$ cat src/hdl/pfb_pkg.sv
// Package of constants and types for the parallel flash bus host controller
// Summary of operation
// - Read: chip select low, output enable low, write enable held high.
// - Write: chip select and write enable low, output enable held high.
// - In fast program mode one byte takes two write cycles, not four.
// - During program or erase, reads return status bits, normal read timing.
// - After standby, wait full chip-select access time before sampling data.
// - Sector protect: high reset voltage, select low, read high, write low, A6=0.
// - Sector unprotect: same levels as protect but address bit six high.
package pfb_pkg;
	localparam int ADDR_W = 21;
	localparam int DATA_W = 8;
	localparam int CLK_PERIOD_NS = 50;
	// Access time of the slowest speed grade
	localparam int T_CE_NS = 120;
	localparam int T_OE_NS = 50;
	// Write enable pulse and high time
	localparam int T_WP_NS = 50;
	localparam int T_WPH_NS = 50;
	// Reset pulse width and recovery
	localparam int T_RP_NS = 500;
	localparam int T_RH_NS = 50;
	// Protect pulse width on the high-voltage path
	localparam int T_PPW_NS = 150000;
	localparam int CE_CYC = (T_CE_NS + CLK_PERIOD_NS - 1) / CLK_PERIOD_NS;
	localparam int OE_CYC = (T_OE_NS + CLK_PERIOD_NS - 1) / CLK_PERIOD_NS;
	localparam int WP_CYC = (T_WP_NS + CLK_PERIOD_NS - 1) / CLK_PERIOD_NS;
	localparam int WPH_CYC = (T_WPH_NS + CLK_PERIOD_NS - 1) / CLK_PERIOD_NS;
	localparam int RP_CYC = (T_RP_NS + CLK_PERIOD_NS - 1) / CLK_PERIOD_NS;
	localparam int RH_CYC = (T_RH_NS + CLK_PERIOD_NS - 1) / CLK_PERIOD_NS;
	localparam int PPW_CYC = (T_PPW_NS + CLK_PERIOD_NS - 1) / CLK_PERIOD_NS;
	localparam int CNT_W = 16;
	// Address bit positions used by the protect paths
	localparam int ABIT_PROT_SEL = 6;
	localparam int ABIT_ONE = 1;
	localparam int ABIT_ZERO = 0;
	localparam logic [DATA_W-1:0] DATA_RST = 8'h00;
	localparam logic [ADDR_W-1:0] ADDR_RST = 21'h00_0000;
	typedef enum logic [2:0] {
		PFB_OP_READ,
		PFB_OP_WRITE,
		PFB_OP_RESET,
		PFB_OP_PROTECT,
		PFB_OP_UNPROTECT
	} pfb_op_t;
endpackage : pfb_pkg

$ cat src/hdl/pfb_sync.sv
// Two-stage synchroniser for pin inputs
`timescale 1ns/1ps
`default_nettype none
module pfb_sync #(
	parameter int W = 1
) (
	input  wire logic         clk_in,
	input  wire logic         nrst_in,
	input  wire logic [W-1:0] d_in,
	output logic      [W-1:0] q_out
);
	logic [W-1:0] meta;
	logic [W-1:0] next_meta;
	logic [W-1:0] next_q;

	always_comb begin
		next_meta = d_in;
		next_q = meta;
	end

	always_ff @(posedge clk_in or negedge nrst_in) begin
		if (!nrst_in) begin
			meta <= '0;
			q_out <= '0;
		end else begin
			meta <= next_meta;
			q_out <= next_q;
		end
	end
endmodule : pfb_sync
`default_nettype wire

$ cat src/hdl/pfb_host.sv
// Host-side controller that drives the parallel flash bus pins
`timescale 1ns/1ps
`default_nettype none
module pfb_host
	import pfb_pkg::*;
(
	input  wire logic                  clk_in,
	input  wire logic                  nrst_in,
	// User request side
	input  wire logic                  req_valid_in,
	output logic                       req_ready_out,
	input  wire pfb_pkg::pfb_op_t      req_op_in,
	input  wire logic [pfb_pkg::ADDR_W-1:0] req_addr_in,
	input  wire logic [pfb_pkg::DATA_W-1:0] req_data_in,
	output logic                       rsp_valid_out,
	output logic [pfb_pkg::DATA_W-1:0] rsp_data_out,
	output logic                       busy_out,
	// Flash pins
	output logic [pfb_pkg::ADDR_W-1:0] address_pins_out,
	input  wire logic [pfb_pkg::DATA_W-1:0] data_pins_in,
	output logic [pfb_pkg::DATA_W-1:0] data_pins_out,
	output logic                       data_pins_oe_out,
	output logic                       chip_sel_n_out,
	output logic                       out_en_n_out,
	output logic                       wr_en_n_out,
	output logic                       flash_rst_n_out,
	output logic                       high_id_voltage_out,
	input  wire logic                  ready_busy_n_in
);
	import pfb_pkg::*;

	// ========================================
	// Sequencer state
	typedef enum {
		ST_IDLE,
		ST_RD_WAIT,
		ST_WR_PULSE,
		ST_WR_HOLD,
		ST_RST_PULSE,
		ST_RST_REC,
		ST_PR_PULSE
	} pfb_state_t;

	pfb_state_t         state;
	pfb_state_t         next_state;
	logic [CNT_W-1:0]   cnt;
	logic [CNT_W-1:0]   next_cnt;
	logic [ADDR_W-1:0]  addr;
	logic [ADDR_W-1:0]  next_addr;
	logic [DATA_W-1:0]  wdata;
	logic [DATA_W-1:0]  next_wdata;
	logic [DATA_W-1:0]  rdata;
	logic [DATA_W-1:0]  next_rdata;
	logic               rvalid;
	logic               next_rvalid;
	logic               hv;
	logic               next_hv;
	// Synchronised pins; the busy pin enters inverted so that its
	// synchroniser resets to the idle, not busy, level
	logic [DATA_W-1:0]  data_sync;
	logic               rb_sync;

	// ========================================
	// Pin input synchronisers
	pfb_sync #(.W(DATA_W)) u_sync_data (
		.clk_in  (clk_in),
		.nrst_in (nrst_in),
		.d_in    (data_pins_in),
		.q_out   (data_sync)
	);

	pfb_sync #(.W(1)) u_sync_rb (
		.clk_in  (clk_in),
		.nrst_in (nrst_in),
		.d_in    (!ready_busy_n_in),
		.q_out   (rb_sync)
	);

	// ========================================
	// Sequencer
	always_comb begin
		next_state = state;
		next_cnt = cnt;
		next_addr = addr;
		next_wdata = wdata;
		next_rdata = rdata;
		next_rvalid = 1'b0;
		next_hv = hv;
		case (state)
			ST_IDLE: begin
				if (req_valid_in) begin
					next_addr = req_addr_in;
					next_wdata = req_data_in;
					next_cnt = '0;
					case (req_op_in)
						PFB_OP_READ: next_state = ST_RD_WAIT;
						PFB_OP_WRITE: next_state = ST_WR_PULSE;
						PFB_OP_RESET: next_state = ST_RST_PULSE;
						PFB_OP_PROTECT: begin
							next_addr[ABIT_PROT_SEL] = 1'b0;
							next_addr[ABIT_ONE] = 1'b1;
							next_addr[ABIT_ZERO] = 1'b0;
							next_hv = 1'b1;
							next_state = ST_PR_PULSE;
						end
						PFB_OP_UNPROTECT: begin
							next_addr[ABIT_PROT_SEL] = 1'b1;
							next_addr[ABIT_ONE] = 1'b1;
							next_addr[ABIT_ZERO] = 1'b0;
							next_hv = 1'b1;
							next_state = ST_PR_PULSE;
						end
						default: next_state = ST_IDLE;
					endcase
				end
			end
			ST_RD_WAIT: begin
				// Full select access time from standby, plus the two
				// synchroniser stages, so the byte taken stood on the pins
				// no earlier than the access time after select
				if (cnt >= CNT_W'(CE_CYC + 1)) begin
					next_rdata = data_sync;
					next_rvalid = 1'b1;
					next_state = ST_IDLE;
				end else begin
					next_cnt = cnt + 1'b1;
				end
			end
			ST_WR_PULSE: begin
				if (cnt >= CNT_W'(WP_CYC - 1)) begin
					next_cnt = '0;
					next_state = ST_WR_HOLD;
				end else begin
					next_cnt = cnt + 1'b1;
				end
			end
			ST_WR_HOLD: begin
				if (cnt >= CNT_W'(WPH_CYC - 1)) begin
					next_state = ST_IDLE;
				end else begin
					next_cnt = cnt + 1'b1;
				end
			end
			ST_RST_PULSE: begin
				if (cnt >= CNT_W'(RP_CYC - 1)) begin
					next_cnt = '0;
					next_state = ST_RST_REC;
				end else begin
					next_cnt = cnt + 1'b1;
				end
			end
			ST_RST_REC: begin
				if (cnt >= CNT_W'(RH_CYC - 1)) begin
					next_state = ST_IDLE;
				end else begin
					next_cnt = cnt + 1'b1;
				end
			end
			ST_PR_PULSE: begin
				if (cnt >= CNT_W'(PPW_CYC - 1)) begin
					// High voltage drops with the end of the pulse
					next_hv = 1'b0;
					next_cnt = '0;
					next_state = ST_WR_HOLD;
				end else begin
					next_cnt = cnt + 1'b1;
				end
			end
			default: next_state = ST_IDLE;
		endcase
	end

	always_ff @(posedge clk_in or negedge nrst_in) begin
		if (!nrst_in) begin
			state <= ST_IDLE;
			cnt <= '0;
			addr <= ADDR_RST;
			wdata <= DATA_RST;
			rdata <= DATA_RST;
			rvalid <= 1'b0;
			hv <= 1'b0;
		end else begin
			state <= next_state;
			cnt <= next_cnt;
			addr <= next_addr;
			wdata <= next_wdata;
			rdata <= next_rdata;
			rvalid <= next_rvalid;
			hv <= next_hv;
		end
	end

	// ========================================
	// Pin drive
	logic rd_phase;
	logic wr_phase;
	logic wr_hold;
	assign rd_phase = (state == ST_RD_WAIT);
	assign wr_phase = (state == ST_WR_PULSE) || (state == ST_PR_PULSE);
	assign wr_hold = (state == ST_WR_HOLD);

	// Strobes are exclusive: write low only when read enable high
	assign chip_sel_n_out = !(rd_phase || wr_phase);
	assign out_en_n_out = !rd_phase;
	assign wr_en_n_out = !wr_phase;
	// Reset pin is only pulsed low; the protect voltage is raised by the
	// board while the high-voltage request is set
	assign flash_rst_n_out = (state != ST_RST_PULSE);
	assign high_id_voltage_out = hv;
	// Address and write data stand for the whole phase
	assign address_pins_out = addr;
	assign data_pins_out = wdata;
	// Drive data only while the write is strobed and the hold after it
	assign data_pins_oe_out = wr_phase || wr_hold;
	assign req_ready_out = (state == ST_IDLE);
	assign rsp_valid_out = rvalid;
	assign rsp_data_out = rdata;
	// Embedded operation keeps running when deselected
	assign busy_out = rb_sync;
endmodule : pfb_host
`default_nettype wire

$ cat config.mk
export PLATFORM = sky130hd
export DESIGN_NAME = pfb_host
export DESIGN_NICKNAME = d
export VERILOG_FILES = /design/src/hdl/pfb_pkg.sv /design/src/hdl/pfb_sync.sv /design/src/hdl/pfb_host.sv
export SDC_FILE = /design/constraint.sdc
export NUM_CORES = 1
export LEC_CHECK = 0
export BUFFER_PORTS_ARGS = -buffer_cell sky130_fd_sc_hd__buf_4
export CAP_MARGIN = 20
export CORE_UTILIZATION = 55
export DETAILED_ROUTE_END_ITERATION = 16
export PLACE_DENSITY = 0.88
export SYNTH_ARGS = -nofsm -noshare
export SYNTH_HDL_FRONTEND = slang
export SYNTH_HIERARCHICAL = 1
export SYNTH_SLANG_ARGS = --single-unit
$ cat constraint.sdc
create_clock -name clk_in -period 2.7 [get_ports clk_in]
set_input_delay 0.135 -clock clk_in [delete_from_list [all_inputs] [get_ports clk_in]]
set_output_delay 0.135 -clock clk_in [all_outputs]
set_load 0.005 [all_outputs]
; Yosys cells after proc, flatten, opt, wreduce, memory -nomap -nowiden
; Cells that the tools add are included.
[totals]
reg_bits = 105
output_inout_bits = 46
elab_cells = 82
[op_classes]
magnitude_cmp = 4
add_sub_neg = 1
n_reduce_logical = 19
n_eq_ne = 24
n_mux = 23
[op_table]
columns = cell, n
row1 = 32-bit 2-to-1 mux, 6
row2 = 32-bit case mux with 6 select lines, 1
row3 = 32-bit by 3-bit == test with 1-bit output (second input constant), 5
row4 = 32-bit by 2-bit == test with 1-bit output (second input constant), 3
row5 = 16-bit 2-to-1 mux, 6
row6 = 16-bit case mux with 6 select lines, 1
row7 = 32-bit zero test, 2
row8 = 32-bit by 1-bit == test with 1-bit output (second input constant), 1
row9 = 32-bit by 4-bit == test with 1-bit output (second input constant), 1
row10 = 32-bit by 4-bit != test with 1-bit output (second input constant), 1
row11 = 16-bit by 1-bit adder with 16-bit output (second input constant), 1
row12 = 16-bit by 1-bit greater-or-equal comparator with 1-bit output (second input constant), 1
row13 = 16-bit by 12-bit greater-or-equal comparator with 1-bit output (second input constant), 1
row14 = 16-bit by 3-bit greater-or-equal comparator with 1-bit output (second input constant), 1
row15 = 16-bit by 4-bit greater-or-equal comparator with 1-bit output (second input constant), 1
row16 = 2-bit != test (second input constant), 8
row17 = 3-bit case mux with 4 select lines, 1
row18 = 4-bit AND reduction, 2
row19 = 3-bit by 2-bit == test with 1-bit output (second input constant), 2
row20 = 6-bit AND reduction, 1
row21 = 6-bit nonzero test, 1
row22 = 1-bit 2-to-1 mux, 5
row23 = 1-bit zero test, 4
row24 = 1-bit case mux with 2 select lines, 2
row25 = other kinds (9), 13

; Longest topological paths before layout
[logic_depth]
word_depth = 5
depth_mapped = 8
mapped_depth_nobuf = 7

; Cells and area by module
; The synthesis kept the hierarchy.
[by_module_without_submodules]
columns = module, cells_per_inst, instances, seq_area_each_um2, area_each_um2
row1 = pfb_host, 285, 1, 1451.4, 2711.4
row2 = pfb_sync at u_sync_data, 16, 1, 400.4, 400.4
row3 = pfb_sync at u_sync_rb, 2, 1, 50.0, 50.0

; Worst setup path after synthesis
; Ideal clock, no wire load.
[synth_timing]
path_type = register -> register
startpoint = reg cnt[10]
endpoint = reg rdata[0], in the netlist rsp_data_out[0]
stages_incl_launch_ff = 5
slack_ps = 1067
setup_time_ps = 125
path_buffers = 0
synth_period_minus_slack_ps = 1633
required_time_ps = 2575
arrival_ps = 1509
cell_sequence = dfrtp_1 > nor4_2 > nand4_1 > nand2_1 > mux2_2
[synth_between]
elab_chain_cells = 2
[synth_rtl]
columns = element, line_no
row1 = "start, declared", pfb_host.sv:46  ; logic [CNT_W-1:0] cnt;
row2 = "start signal, assigned", pfb_host.sv:184  ; cnt <= next_cnt;
row3 = 16-bit by 3-bit greater-or-equal comparator with 1-bit output, pfb_host.sv:121  ; if (cnt >= CNT_W'(CE_CYC + 1)) begin
row4 = 2-bit AND reduction (no line), -
row5 = "end signal, assigned", pfb_host.sv:187  ; rdata <= next_rdata;
row6 = "end, declared", pfb_host.sv:52  ; logic [DATA_W-1:0] rdata;
; Every way passes these cells.
; A chain may end at the register's enable or synchronous reset.

; Final worst setup path
[layout_timing]
startpoint = reg state[0]
endpoint = reg addr[6], in the netlist address_pins_out[6]
[layout_between]
elab_chain_cells = 2
[layout_rtl]
columns = element, line_no
row1 = "start, declared", pfb_host.sv:44  ; pfb_state_t state;
row2 = "start signal, assigned", pfb_host.sv:183  ; state <= next_state;
row3 = 32-bit zero test, pfb_host.sv:89  ; case (state)
row4 = 2-bit AND reduction (no line), -
row5 = "end signal, assigned", pfb_host.sv:185  ; addr <= next_addr;
row6 = "end, declared", pfb_host.sv:48  ; logic [ADDR_W-1:0] addr;
; Every way passes these cells.

==> impl_metrics.csv <==
group,metric,value,unit
layout,final_nets,479,
timing,worstMarginPinSlew,917.3,ps
timing,finalSetupTns,0,ps
floorplanning,die_y,77.82,µm
flow_run,cap_violations,0,
timing,maxSlewHeadroom,38.85,%
timing,skew,12.07,ps
placement,gp_congestion,0.8679,
clock_network,post_cts_buffers,0,
synthesis,syn_inst,303,
drt,vias,2874,
drt,drtAntennaViolNets,0,
timing,grt_setup_unrepaired,"false",
power,p_per_area,1003,mW/mm²
timing,fin_crit_sh,78.07,%
setup_path,slowest_delay,520,ps
outcome,status,"completed",
synthesis,postSynthAreaPerCell,10.43,µm²
synthesis,yosysSeqAreaShare,60.15,%
layout,multi_input_area,0.001161,mm²
timing,fmax,474.4,MHz
clock_network,holdBufCountCts,36,
placement,dp_hpwl,5146,µm
synthesis,syn-num-nets,351,
timing,setup_viol_count_final,0,
clock_network,cts_buffers,9,
synthesis,ys_types,41,
clock_network,cts_resized,0,
setup_path,cp_max_fo,13,
placement,io_buffers,89,
layout,areaGrowthSynthToFinish,41.08,%
synthesis,synth_seq_cells,76,
synthesis,ys_warn_count,6,
global_route,antenna_found_initial,0,
layout,diodes,0,
setup_path,startpoint_type,"register",
clock_network,clk_pin_slew_worst_paths,80,ps
timing,drv_slew,0,
clock_network,cts_tree,"built",
layout,seqCellArea,0.001902,mm²
synthesis,async_reset_ff_share,100.0,%
clock_network,htree_levels,3,
floorplanning,die-area,0.006056,mm²
global_route,grt.total_usage,34.40,%
synthesis,synth.cell_area,0.003162,mm²
setup_path,cp_slowest_cell,"and2_1",
placement,post-place-ws,674.1,ps
power,irDropWorstVdd,0.6002,mV
clock_network,cts-root-buf,"clkbuf_8",
setup_path,worst_ep_required_time,2980,ps
floorplanning,core-area,0.005540,mm²
setup_path,cp_cell_sequence,"nor3_1, and2_1, buf_4, nand3_1, nand2_1",
floorplanning,rows,27,
floorplanning,start_util,57.07,%
floorplanning,pin_count,90,
timing,hold_viol,0,
global_route,grt_pass1_wl,15230,µm
drt,dr.first_iter.drc_count,197,
drt,post_drt_wl_per_cell,19.00,µm
global_route,grt_max_degree,77,
clock_network,clkSinkCount,76,
timing,setup_ws,592.2,ps
layout,drive_gt1_share,28.90,%
setup_path,crit_type,"reg -> reg",
setup_path,ff2ff_setup_slack,590,ps
setup_path,crit_arrival,2390,ps
floorplanning,die_w,77.82,µm
layout,final_util,80.51,%
setup_path,endpoint_kind,"register",
drt,drc,0,
timing,min_period,2108,ps
power,power,4474,µW
layout,nFillCells,304,
global_route,grt_overflow,0,
min_path,hp-class,"in -> reg",
global_route,grt_pass1_vias,2960,
synthesis,synth_edf_count,0,
drt,avgViaCountPerCell,5.657,
drt,wirelength,9654,µm
power,cellLeakagePower,0.002216,µW
drt,first_pass_iters,7,
clock_network,clock_insertion_delay_worst_skew,360,ps
synthesis,synthFlopType,"dfrtp_1",
timing,holdWs,27.20,ps
clock_network,cts_buffer_depth,2,
## logic make-up after synthesis
| group | Yosys count | synth area share, % |
|---|---|---|
| simple gates | 158 | 23.31 |
| flops | 76 | 60.15 |
| compound gates | 28 | 7.044 |
| buf+inv | 22 | 3.126 |
| mux | 8 | 2.849 |
| xor+xnor | 7 | 1.939 |
| fa+ha+maj | 4 | 1.583 |
## report_power, final
group	total [µW]	internal [µW]	switching [µW]
sequential	1790	1490	295
clock	920	460	459
combinational	1770	841	926
total	4470	2790	1680
## registers in the layout, indices dropped and copies added, names as in the netlist
signal	cells
u_sync_rb/meta	1
u_sync_data/meta	8
address_pins_out	21
data_pins_out	8
state	3
rsp_valid_out	1
u_sync_rb/q_out	1
cnt	16
rsp_data_out	8
high_id_voltage_out	1
u_sync_data/q_out	8
## synth_stat cells (2+ instances only)
library cell  instances  area, µm²
nor3b_1               2      15.01
o211ai_1              2      15.01
and2_1                3      18.77
a211oi_4              2      40.04
nor4_2                2      25.02
mux2_2                8      90.09
and3_1                4      25.02
o311ai_0              3      26.28
o22a_1                3      26.28
o21ai_0               6      30.03
clkbuf_1              4      15.01
nor2_1               21      78.83
buf_2                 7      35.03
nand2_1              99      371.6
inv_1                10      37.54
a31oi_1               2      12.51
nand3_1               7      35.03
a21oi_1               3      15.01
xor2_1                6      52.55
ha_1                  4      50.05
nor4_4                2      42.54
nor3_1                4      20.02
nand4_1               5      31.28
dfrtp_1              76       1902
and4_1                2      17.52
## final timing paths
check	startpoint	cells past startpoint	to
setup / recovery	state[0]	5	address_pins_out[6]
hold / removal	req_addr_in[1]	2	address_pins_out[1]
setup reg to reg	state[0]	5	address_pins_out[6]
hold reg to reg	u_sync_data/meta[3]	0	u_sync_data/q_out[3]
max in group asynchronous	nrst_in	2	data_pins_out[6]
min in group asynchronous	nrst_in	2	cnt[10]
## placed cells by master, fill, tap and decap left out, drive strengths merged, types with 4 or more instances in the layout
cell / n
inv: 12
nor2: 21
nand2: 99
nand4: 5
buf: 92
and3: 4
xor2: 6
a21oi: 4
ha: 4
nor4: 4
mux2: 8
dlygate4sd3: 37
o21ai: 7
clkbuf: 10
nor3: 5
dfrtp: 76
nand3: 7
## metal layers
| layer | vias up | global-route usage, % | share of wire [%] |
|---|---|---|---|
| li1 | 1250 | - | - |
| met1 | 1420 | 39.35 | 37 |
| met2 | 168 | 59.29 | 52 |
| met3 | 36 | 8.824 | 6.3 |
| met4 | 0 | 17.74 | 4.2 |
| met5 | - | 0 | 0 |
## worst max-delay path, delay by kind of cell (launching register included)
kind | cells | cell delay (ps)
AND/OR/NAND/NOR | 4 | 1270
buffers and inverters | 1 | 270
flip-flops | 1 | 490
## through the flow
step                      instances  instance area [µm²]
after global routing            508                 4461
final                           508                 4461
after detailed placement        455                 3881
after floorplan                 303                 3162
after global placement          455                 3881
after CTS                       507                 4451
## cell type report
class / count / area share (%)
Clock buffer: 10 / 3.086
Clock inverter: 6 / 1.599
Inverter: 10 / 0.8415
Multi-Input combinational cell: 205 / 26.03
Sequential cell: 76 / 42.64
Tap cell: 72 / 2.020
Timing Repair Buffer: 129 / 23.79
(Power assumes the default switching activity.)
